File: config.mk
export PLATFORM = sky130hd
export DESIGN_NAME = ctd_top
export DESIGN_NICKNAME = d
export VERILOG_FILES = /design/src/hw/ctd_pkg.sv /design/src/hw/ctd_dec.sv /design/src/hw/ctd_top.sv
export SDC_FILE = /design/constraint.sdc
export NUM_CORES = 1
export LEC_CHECK = 0
export ABC_AREA = 1
export BUFFER_PORTS_ARGS = -buffer_cell sky130_fd_sc_hd__buf_2
export CAP_MARGIN = 20
export CORE_MARGIN = 3
export CORE_UTILIZATION = 55
export CTS_CLUSTER_DIAMETER = 150
export DETAILED_ROUTE_END_ITERATION = 16
export PLACE_DENSITY = 0.8
export SLEW_MARGIN = 20
export SYNTH_ARGS = -nofsm -noshare
export SYNTH_HDL_FRONTEND = slang
export SYNTH_HIERARCHICAL = 1
export SYNTH_SLANG_ARGS = --single-unit
export TNS_END_PERCENT = 20
File: constraint.sdc
create_clock -name clk_sys -period 2.9 [get_ports clk_sys]
set_input_delay 0.58 -clock clk_sys [delete_from_list [all_inputs] [get_ports clk_sys]]
set_output_delay 0.58 -clock clk_sys [all_outputs]
set_load 0.02 [all_outputs]
File: src/hw/ctd_pkg.sv
// Package for the coherent transaction type decoder: codes, types, constants
package ctd_pkg;

   // Barrier field codes
   localparam logic [1:0] CTD_BAR_NORM_RESP = 2'h0;
   localparam logic [1:0] CTD_BAR_MEMORY    = 2'h1;
   localparam logic [1:0] CTD_BAR_NORM_IGN  = 2'h2;
   localparam logic [1:0] CTD_BAR_SYNC      = 2'h3;

   // Shareability domain codes
   localparam logic [1:0] CTD_DOM_NSH = 2'h0;
   localparam logic [1:0] CTD_DOM_ISH = 2'h1;
   localparam logic [1:0] CTD_DOM_OSH = 2'h2;
   localparam logic [1:0] CTD_DOM_SYS = 2'h3;

   // Read snoop-type codes
   localparam logic [3:0] CTD_RS_PLAIN    = 4'h0;
   localparam logic [3:0] CTD_RS_SHARED   = 4'h1;
   localparam logic [3:0] CTD_RS_CLEAN    = 4'h2;
   localparam logic [3:0] CTD_RS_NSD      = 4'h3;
   localparam logic [3:0] CTD_RS_UNIQUE   = 4'h7;
   localparam logic [3:0] CTD_RS_CLN_SHR  = 4'h8;
   localparam logic [3:0] CTD_RS_CLN_INV  = 4'h9;
   localparam logic [3:0] CTD_RS_CLN_UNQ  = 4'hB;
   localparam logic [3:0] CTD_RS_MK_UNQ   = 4'hC;
   localparam logic [3:0] CTD_RS_MK_INV   = 4'hD;
   localparam logic [3:0] CTD_RS_DVM_CMPL = 4'hE;
   localparam logic [3:0] CTD_RS_DVM_MSG  = 4'hF;

   // Write snoop-type codes
   localparam logic [2:0] CTD_WS_PLAIN    = 3'h0;
   localparam logic [2:0] CTD_WS_LINE_UNQ = 3'h1;
   localparam logic [2:0] CTD_WS_CLEAN    = 3'h2;
   localparam logic [2:0] CTD_WS_COPYBACK = 3'h3;
   localparam logic [2:0] CTD_WS_EVICT    = 3'h4;
   localparam logic [2:0] CTD_WS_WR_EVICT = 3'h5;

   // Values after reset, and the illegal-count ceiling
   localparam logic [3:0] CTD_RST_EPOCH = 4'h0;
   localparam logic [7:0] CTD_RST_ICNT  = 8'h00;
   localparam logic [7:0] CTD_ICNT_MAX  = 8'hFF;

   typedef enum logic [2:0] {
      CTD_GRP_NONE, CTD_GRP_NOSNP, CTD_GRP_COH, CTD_GRP_MEMUPD,
      CTD_GRP_CMO, CTD_GRP_BAR, CTD_GRP_DVM
   } ctd_grp_e;

   typedef enum logic [4:0] {
      CTD_T_NONE, CTD_T_RD_NOSNP, CTD_T_RD_ONCE, CTD_T_RD_SHARED,
      CTD_T_RD_CLEAN, CTD_T_RD_NSD, CTD_T_RD_UNIQUE, CTD_T_CLN_UNQ,
      CTD_T_MK_UNQ, CTD_T_CLN_SHR, CTD_T_CLN_INV, CTD_T_MK_INV,
      CTD_T_BARRIER, CTD_T_DVM_CMPL, CTD_T_DVM_MSG, CTD_T_WR_NOSNP,
      CTD_T_WR_UNIQUE, CTD_T_WR_LINE_UNQ, CTD_T_WR_CLEAN,
      CTD_T_WR_COPYBACK, CTD_T_EVICT, CTD_T_WR_EVICT
   } ctd_typ_e;

   typedef struct packed {
      logic [1:0] bar;
      logic [1:0] domain;
      logic [3:0] snoop;
      logic [3:0] cache;
   } ctd_ar_s;

   typedef struct packed {
      logic [1:0] bar;
      logic [1:0] domain;
      logic [2:0] snoop;
      logic [3:0] cache;
   } ctd_aw_s;

   typedef struct packed {
      ctd_grp_e grp;
      ctd_typ_e typ;
      logic     illegal;
      logic     snoop_inner;
      logic     snoop_outer;
      logic     downstream;
      logic     cache_lookup;
      logic     bar_sync;
      logic     ign_bar;
      logic     attr_err;
   } ctd_dec_s;

   typedef struct packed {
      logic       vld;
      ctd_dec_s   dec;
      logic [3:0] epoch;
   } ctd_res_s;

   function automatic logic ctd_shareable(input logic [1:0] dom);
      ctd_shareable = (dom == CTD_DOM_ISH) || (dom == CTD_DOM_OSH);
   endfunction

endpackage

File: src/hw/ctd_dec.sv
// Combinational classifier for one address-channel request
`timescale 1ns/1ps
module ctd_dec
   import ctd_pkg::*;
#(
   parameter bit RD = 1'b1
) (
   // Request fields
   input  wire logic [1:0] bar,
   input  wire logic [1:0] domain,
   input  wire logic [3:0] snoop,
   input  wire logic [3:0] cache,
   // Classification
   output ctd_dec_s        dec
);

   logic sh;
   logic nsys;

   assign sh   = ctd_shareable(domain);
   assign nsys = (domain != CTD_DOM_SYS);

   always_comb begin
      dec         = '0;
      dec.grp     = CTD_GRP_NONE;
      dec.typ     = CTD_T_NONE;
      dec.illegal = 1'h1;
      if (bar[0]) begin
         // Barrier: any domain, snoop-type all zero
         if (snoop == CTD_RS_PLAIN) begin
            dec.grp = CTD_GRP_BAR;
            dec.typ = CTD_T_BARRIER;
         end
      end else if (RD) begin
         case (snoop)
            CTD_RS_PLAIN: begin
               dec.grp = sh ? CTD_GRP_COH : CTD_GRP_NOSNP;
               dec.typ = sh ? CTD_T_RD_ONCE : CTD_T_RD_NOSNP;
            end
            CTD_RS_SHARED:   dec.typ = sh ? CTD_T_RD_SHARED : CTD_T_NONE;
            CTD_RS_CLEAN:    dec.typ = sh ? CTD_T_RD_CLEAN : CTD_T_NONE;
            CTD_RS_NSD:      dec.typ = sh ? CTD_T_RD_NSD : CTD_T_NONE;
            CTD_RS_UNIQUE:   dec.typ = sh ? CTD_T_RD_UNIQUE : CTD_T_NONE;
            CTD_RS_CLN_UNQ:  dec.typ = sh ? CTD_T_CLN_UNQ : CTD_T_NONE;
            CTD_RS_MK_UNQ:   dec.typ = sh ? CTD_T_MK_UNQ : CTD_T_NONE;
            CTD_RS_CLN_SHR:  dec.typ = nsys ? CTD_T_CLN_SHR : CTD_T_NONE;
            CTD_RS_CLN_INV:  dec.typ = nsys ? CTD_T_CLN_INV : CTD_T_NONE;
            CTD_RS_MK_INV:   dec.typ = nsys ? CTD_T_MK_INV : CTD_T_NONE;
            CTD_RS_DVM_CMPL: dec.typ = sh ? CTD_T_DVM_CMPL : CTD_T_NONE;
            CTD_RS_DVM_MSG:  dec.typ = sh ? CTD_T_DVM_MSG : CTD_T_NONE;
            default:         dec.typ = CTD_T_NONE;
         endcase
      end else begin
         case (snoop)
            {1'h0, CTD_WS_PLAIN}: begin
               dec.grp = sh ? CTD_GRP_COH : CTD_GRP_NOSNP;
               dec.typ = sh ? CTD_T_WR_UNIQUE : CTD_T_WR_NOSNP;
            end
            {1'h0, CTD_WS_LINE_UNQ}:
               dec.typ = sh ? CTD_T_WR_LINE_UNQ : CTD_T_NONE;
            {1'h0, CTD_WS_CLEAN}:
               dec.typ = nsys ? CTD_T_WR_CLEAN : CTD_T_NONE;
            {1'h0, CTD_WS_COPYBACK}:
               dec.typ = nsys ? CTD_T_WR_COPYBACK : CTD_T_NONE;
            {1'h0, CTD_WS_EVICT}:
               dec.typ = sh ? CTD_T_EVICT : CTD_T_NONE;
            {1'h0, CTD_WS_WR_EVICT}:
               dec.typ = nsys ? CTD_T_WR_EVICT : CTD_T_NONE;
            default: dec.typ = CTD_T_NONE;
         endcase
      end
      case (dec.typ)
         CTD_T_NONE:       dec.grp = CTD_GRP_NONE;
         CTD_T_RD_NOSNP, CTD_T_WR_NOSNP: dec.grp = CTD_GRP_NOSNP;
         CTD_T_CLN_SHR, CTD_T_CLN_INV, CTD_T_MK_INV: dec.grp = CTD_GRP_CMO;
         CTD_T_WR_CLEAN, CTD_T_WR_COPYBACK, CTD_T_EVICT, CTD_T_WR_EVICT:
            dec.grp = CTD_GRP_MEMUPD;
         CTD_T_BARRIER:    dec.grp = CTD_GRP_BAR;
         CTD_T_DVM_CMPL, CTD_T_DVM_MSG: dec.grp = CTD_GRP_DVM;
         default:          dec.grp = CTD_GRP_COH;
      endcase
      dec.illegal = (dec.typ == CTD_T_NONE);
      // Only coherent and maintenance requests reach peers
      if ((dec.grp == CTD_GRP_COH) || (dec.grp == CTD_GRP_CMO)) begin
         dec.snoop_inner = sh;
         dec.snoop_outer = (domain == CTD_DOM_OSH);
      end
      dec.downstream   = (dec.grp == CTD_GRP_CMO) ||
                         (dec.grp == CTD_GRP_MEMUPD);
      dec.cache_lookup = nsys && !dec.illegal &&
                         (dec.grp != CTD_GRP_BAR);
      dec.bar_sync     = (bar == CTD_BAR_SYNC);
      dec.ign_bar      = (bar == CTD_BAR_NORM_IGN);
      dec.attr_err     = (!cache[1] && nsys) ||
                         ((cache[3:2] != 2'h0) && !nsys);
   end

endmodule

File: src/hw/ctd_top.sv
// Coherent transaction type decoder for the read and write address channels
// Summary of operation
// - Barrier codes: respect, memory, ignore, sync
// - Read snoop-type four bits, write three
// - Non-snooping requests never snoop peers
// - Memory updates go downstream without snooping
// - Coherent requests, and maintenance requests in inner or outer, snoop peers
// - Barriers order the requests around them
// - Plain read: non-shareable or system, zero
// - Shareable read with zero code is read-once
// - Coherent read codes in inner or outer
// - Maintenance reads: clean-shared, clean-invalid, make-invalid
// - Read barrier: low bit set, code zero
// - DVM completion and message on read channel
// - Plain write: non-shareable or system, zero
// - Shareable writes: partial or full-line unique
// - Memory-update write codes and allowed domains
// - Write barrier: low bit set, code zero
// - Outer snoop scope includes inner peer caches
// - System domain is never looked up
// - Domain codes: non, inner, outer, system
// - Bus clock and single active-low reset
`timescale 1ns/1ps
module ctd_top
   import ctd_pkg::*;
(
   // Clock and reset
   input  wire logic clk_sys,
   input  wire logic rstn,
   // Read address channel
   input  wire logic ar_valid,
   input  ctd_ar_s   ar_req,
   output logic      ar_ready,
   // Write address channel
   input  wire logic aw_valid,
   input  ctd_aw_s   aw_req,
   output logic      aw_ready,
   // Classification results
   output ctd_res_s  ar_res,
   output ctd_res_s  aw_res,
   output logic      ar_illegal,
   output logic      aw_illegal,
   output logic [7:0] ill_count
);

   typedef struct packed {
      logic       ar_rdy;
      logic       aw_rdy;
      ctd_res_s   ar_res;
      ctd_res_s   aw_res;
      logic       ar_ill;
      logic       aw_ill;
      logic [3:0] ar_epoch;
      logic [3:0] aw_epoch;
      logic [7:0] icnt;
   } ctd_state_s;

   ctd_state_s st_r;
   ctd_state_s st_nxt;
   ctd_dec_s   ar_dec;
   ctd_dec_s   aw_dec;
   logic       ar_acc;
   logic       aw_acc;
   logic [1:0] ill_inc;

   ctd_dec #(
      .RD     (1'b1)
   ) u_ar_dec (
      .bar    (ar_req.bar),
      .domain (ar_req.domain),
      .snoop  (ar_req.snoop),
      .cache  (ar_req.cache),
      .dec    (ar_dec)
   );

   // Write code widened; the top bit is always zero
   ctd_dec #(
      .RD     (1'b0)
   ) u_aw_dec (
      .bar    (aw_req.bar),
      .domain (aw_req.domain),
      .snoop  ({1'h0, aw_req.snoop}),
      .cache  (aw_req.cache),
      .dec    (aw_dec)
   );

   assign ar_acc  = ar_valid && st_r.ar_rdy;
   assign aw_acc  = aw_valid && st_r.aw_rdy;
   assign ill_inc = {1'h0, ar_acc && ar_dec.illegal} +
                    {1'h0, aw_acc && aw_dec.illegal};

   always_comb begin
      st_nxt        = st_r;
      // Decoder never stalls; ready rises the cycle after reset
      st_nxt.ar_rdy = 1'h1;
      st_nxt.aw_rdy = 1'h1;
      st_nxt.ar_res.vld = 1'h0;
      st_nxt.aw_res.vld = 1'h0;
      st_nxt.ar_ill = 1'h0;
      st_nxt.aw_ill = 1'h0;
      if (ar_acc) begin
         st_nxt.ar_res.vld   = 1'h1;
         st_nxt.ar_res.dec   = ar_dec;
         // A barrier closes its epoch; later requests carry the next one
         st_nxt.ar_res.epoch = st_r.ar_epoch;
         if (ar_dec.grp == CTD_GRP_BAR) begin
            st_nxt.ar_epoch = st_r.ar_epoch + 4'h1;
         end
         st_nxt.ar_ill = ar_dec.illegal;
      end
      if (aw_acc) begin
         st_nxt.aw_res.vld   = 1'h1;
         st_nxt.aw_res.dec   = aw_dec;
         st_nxt.aw_res.epoch = st_r.aw_epoch;
         if (aw_dec.grp == CTD_GRP_BAR) begin
            st_nxt.aw_epoch = st_r.aw_epoch + 4'h1;
         end
         st_nxt.aw_ill = aw_dec.illegal;
      end
      // Saturates so a stuck master cannot wrap it back to zero
      if ({1'h0, st_r.icnt} + {7'h00, ill_inc} > {1'h0, CTD_ICNT_MAX}) begin
         st_nxt.icnt = CTD_ICNT_MAX;
      end else begin
         st_nxt.icnt = st_r.icnt + {6'h00, ill_inc};
      end
   end

   always_ff @(posedge clk_sys or negedge rstn) begin
      if (!rstn) begin
         st_r          <= '0;
         st_r.ar_epoch <= CTD_RST_EPOCH;
         st_r.aw_epoch <= CTD_RST_EPOCH;
         st_r.icnt     <= CTD_RST_ICNT;
      end else begin
         st_r <= st_nxt;
      end
   end

   assign ar_ready   = st_r.ar_rdy;
   assign aw_ready   = st_r.aw_rdy;
   assign ar_res     = st_r.ar_res;
   assign aw_res     = st_r.aw_res;
   assign ar_illegal = st_r.ar_ill;
   assign aw_illegal = st_r.aw_ill;
   assign ill_count  = st_r.icnt;
endmodule

==> flow_summary.yaml <==
timing:
  fin_skew_ns: 0.0108
  whs_ns: 0.179
  hold_viol_final: 0
  setup_viol: 17
  rsz0062_at_grt: "true"
  min_period_ns: 3.06
  fin_crit_sh: 1.06
  fmax_mhz: 327
  maxSlewViolCount: 0
  finalWorstSetupSlack_ns: -0.161
  setup_tns_ns: -1.74
critical_path:
  cp-start-kind: "input port"
  end_kind: "flop"
  rr_endpoint: "ill_count[6]"
  worstReg2RegStart: "aw_ready"
  r2r_cells: 11
  crit_fanout: 3
  cp.required_ns: 3.13
  cp.arrival_ns: 3.29
  crit_type: "input port to flop"
  r2r_slack_ns: 0.91
route:
  ant_nets: 0
  drcViolationCount: 0
  firstDrtPassIters: 5
  wl_per_cell_um: 12.8
  first_iter_violations: 142
  num_vias: 3404
  avgViaCountPerCell: 4.87
  routed_wl_um: 8940
die:
  start_util: 0.587
  io-pin-count: 81
  die_area_um2: 8040
  core_area_um2: 6570
  fp.dieH_um: 89.7
  die_w_um: 89.7
  rows: 29
clock_network:
  clock-sinks: 61
  clockRootBuffer: "clkbuf_8"
  numCtsBuffers: 9
  htreeDepth: 3
  hold_buffers: 0
  cts_tree: "yes"
  cts.path.max_buffers: 2
  clk_pin_slew_ns: 0.07
  insertion_delay_ns: 0.34
final_layout:
  seqCellArea_um2: 1530
  nNetsFinal: 646
  syn_to_final_growth_pct: 24.2
  diodes: 0
  final_cell_mix: "180 x nand2_1, 76 x buf_2, 61 x dfrtp_1"
  fillers: 496
  layout_commonest_cell: "nand2_1"
  layout-drive-gt1-share: 0.365
  final_area_um2: 4790
  multi_input_area_um2: 1810
power_and_ir_drop:
  pwr_density_cell_nw_per_um2: 572
  p_switching_uw: 890
  comb_power_share: 0.270
  seqPwrFrac: 0.382
  swShare: 0.325
  peakVddDrop_mv: 0.322
  power_leakage_uw: 0.00285
  p_int_uw: 1850
  power_frac_clock: 0.348
grt:
  antenna_found_initial: 0
  grt_use_total: 0.231
  grt_max_degree: 28
  grt_pass1_wl_um: 14400
  grt_pass1_vias: 3239
  grt_overflow: 0
min_path:
  min_path_type: "input port to asynchronous set/reset pin"
yosys:
  synth.distinct_cells: 29
  synth_warnings: 6
  yosysSeqAreaShare: 0.396
  netlist_instances: 508
  synth-seq-cells: 61
  synth_area_um2: 3850
  syn_area_per_cell_um2: 7.58
place:
  placed_area_um2: 4320
  io_buffer_count: 78
  pre_cts_slack_ns: -0.669
  place_hpwl_um: 6150
  gp_congestion: 0.888
run_status:
  status: "finished, violations left"
  failed_checks: "setup timing"
flow_run:
  max_cap_violations: 0
-- repair_timing --
item,in CTS,in global routing
gates resized for setup,9,20
pin swaps,14,14
endpoints found under the setup margin,8,18
setup buffers,9,7
-- flip-flops by register name, summed over array words and instances, names as in the netlist --
signal      cells
ill_count       8
aw_illegal      1
ar_res         21
ar_illegal      1
st_r            8
aw_res         21
aw_ready        1
-- power groups by stage --
| stage | Combinational, uW | Clock (uW) | Sequential (uW) |
|---|---|---|---|
| 4_1_cts | 696 | 956 | 1040 |
| 6_report | 740 | 952 | 1050 |
| 2_1_floorplan | 559 | 0 | 1040 |
| 3_3_place_gp | 655 | 0 | 1050 |
| 3_5_place_dp | 675 | 0 | 1050 |
| 5_1_grt | 825 | 992 | 1060 |
-- metal layers --
metal  wire length (um)  track usage
met5                  0            0
met4                252       0.0947
met1               3900        0.295
met3                441       0.0493
met2               4340        0.380
-- critical path, stage by stage --
cell and delay [ns]:
buf_8 0.09, inv_8 0.03, ha_4 0.27, inv_4 0.04, nand2_4 0.07, nor2_2 0.05, nand2_1 0.09, o21ai_2 0.07
nor4_1 0.23, nor2_1 0.10, buf_4 0.14, buf_4 0.12, buf_4 0.12, buf_4 0.12, buf_4 0.12, buf_4 0.13
ha_1 0.19, nand3_1 0.09, a21oi_1 0.06, nor2_2 0.13, inv_1 0.09, buf_4 0.15, nand2_1 0.04, o21ai_0 0.08
nand2_1 0.07, nand2_1 0.06
-- area by class of cell --
type                       count  area share
tap                           93      0.0243
inverter                      56      0.0460
sequential                    61       0.319
timing repair buffer         139       0.181
multi-input combinational    335       0.378
clock buffer                  11      0.0316
clock inverter                 4      0.0199
-- per-stage QoR --
step           utilization  power [uW]  instances
2_1_floorplan            -        1600        510
3_3_place_gp         0.658        1700        668
3_5_place_dp         0.658        1730        668
4_1_cts              0.711        2690        692
5_1_grt              0.729        2880        699
6_report             0.729        2740        699
-- logic make-up (layout without fill, tap and decap cells) --
family	count (synthesis)	count (layout)	share of synthesized area
AND/OR/NAND/NOR	278	278	0.326
AO/OA/AOI/OAI	32	32	0.0435
buffers and inverters	114	210	0.167
flip-flops	61	61	0.396
other	3	5	0.00292
XOR/XNOR	3	3	0.00682
adder cells (fa/ha/maj)	17	17	0.0572
-- synthesized netlist by cell type (all sizes together) --
master	number	area (um2)
nand4	3	18.8
nor2	44	213
inv	56	210
o21ai	27	139
o21bai	1	7.51
o22ai	1	6.26
nor4	1	6.26
xor2	3	26.3
nand2	199	810
fa	1	20.0
buf	58	433
nand3b	2	27.5
dfrtp	61	1530
conb	3	11.3
nand3	29	183
ha	16	200
a21oi	3	15.0
-- worst max-delay path by stage --
stage               startpoint            to  slack (ns)  cells past startpoint
floorplan            ar_req[8]  ill_count[6]       -0.32                     24
global placement     ar_req[8]  ill_count[6]       -0.59                     25
detailed placement   ar_req[8]  ill_count[6]       -0.67                     25
CTS                  ar_req[8]  ill_count[6]       -0.16                     24
global route         ar_req[8]  ill_count[6]       -0.40                     25
finish               ar_req[8]     ar_res[8]       -0.16                     26
No activity file was read; power rests on OpenSTA's default activity.
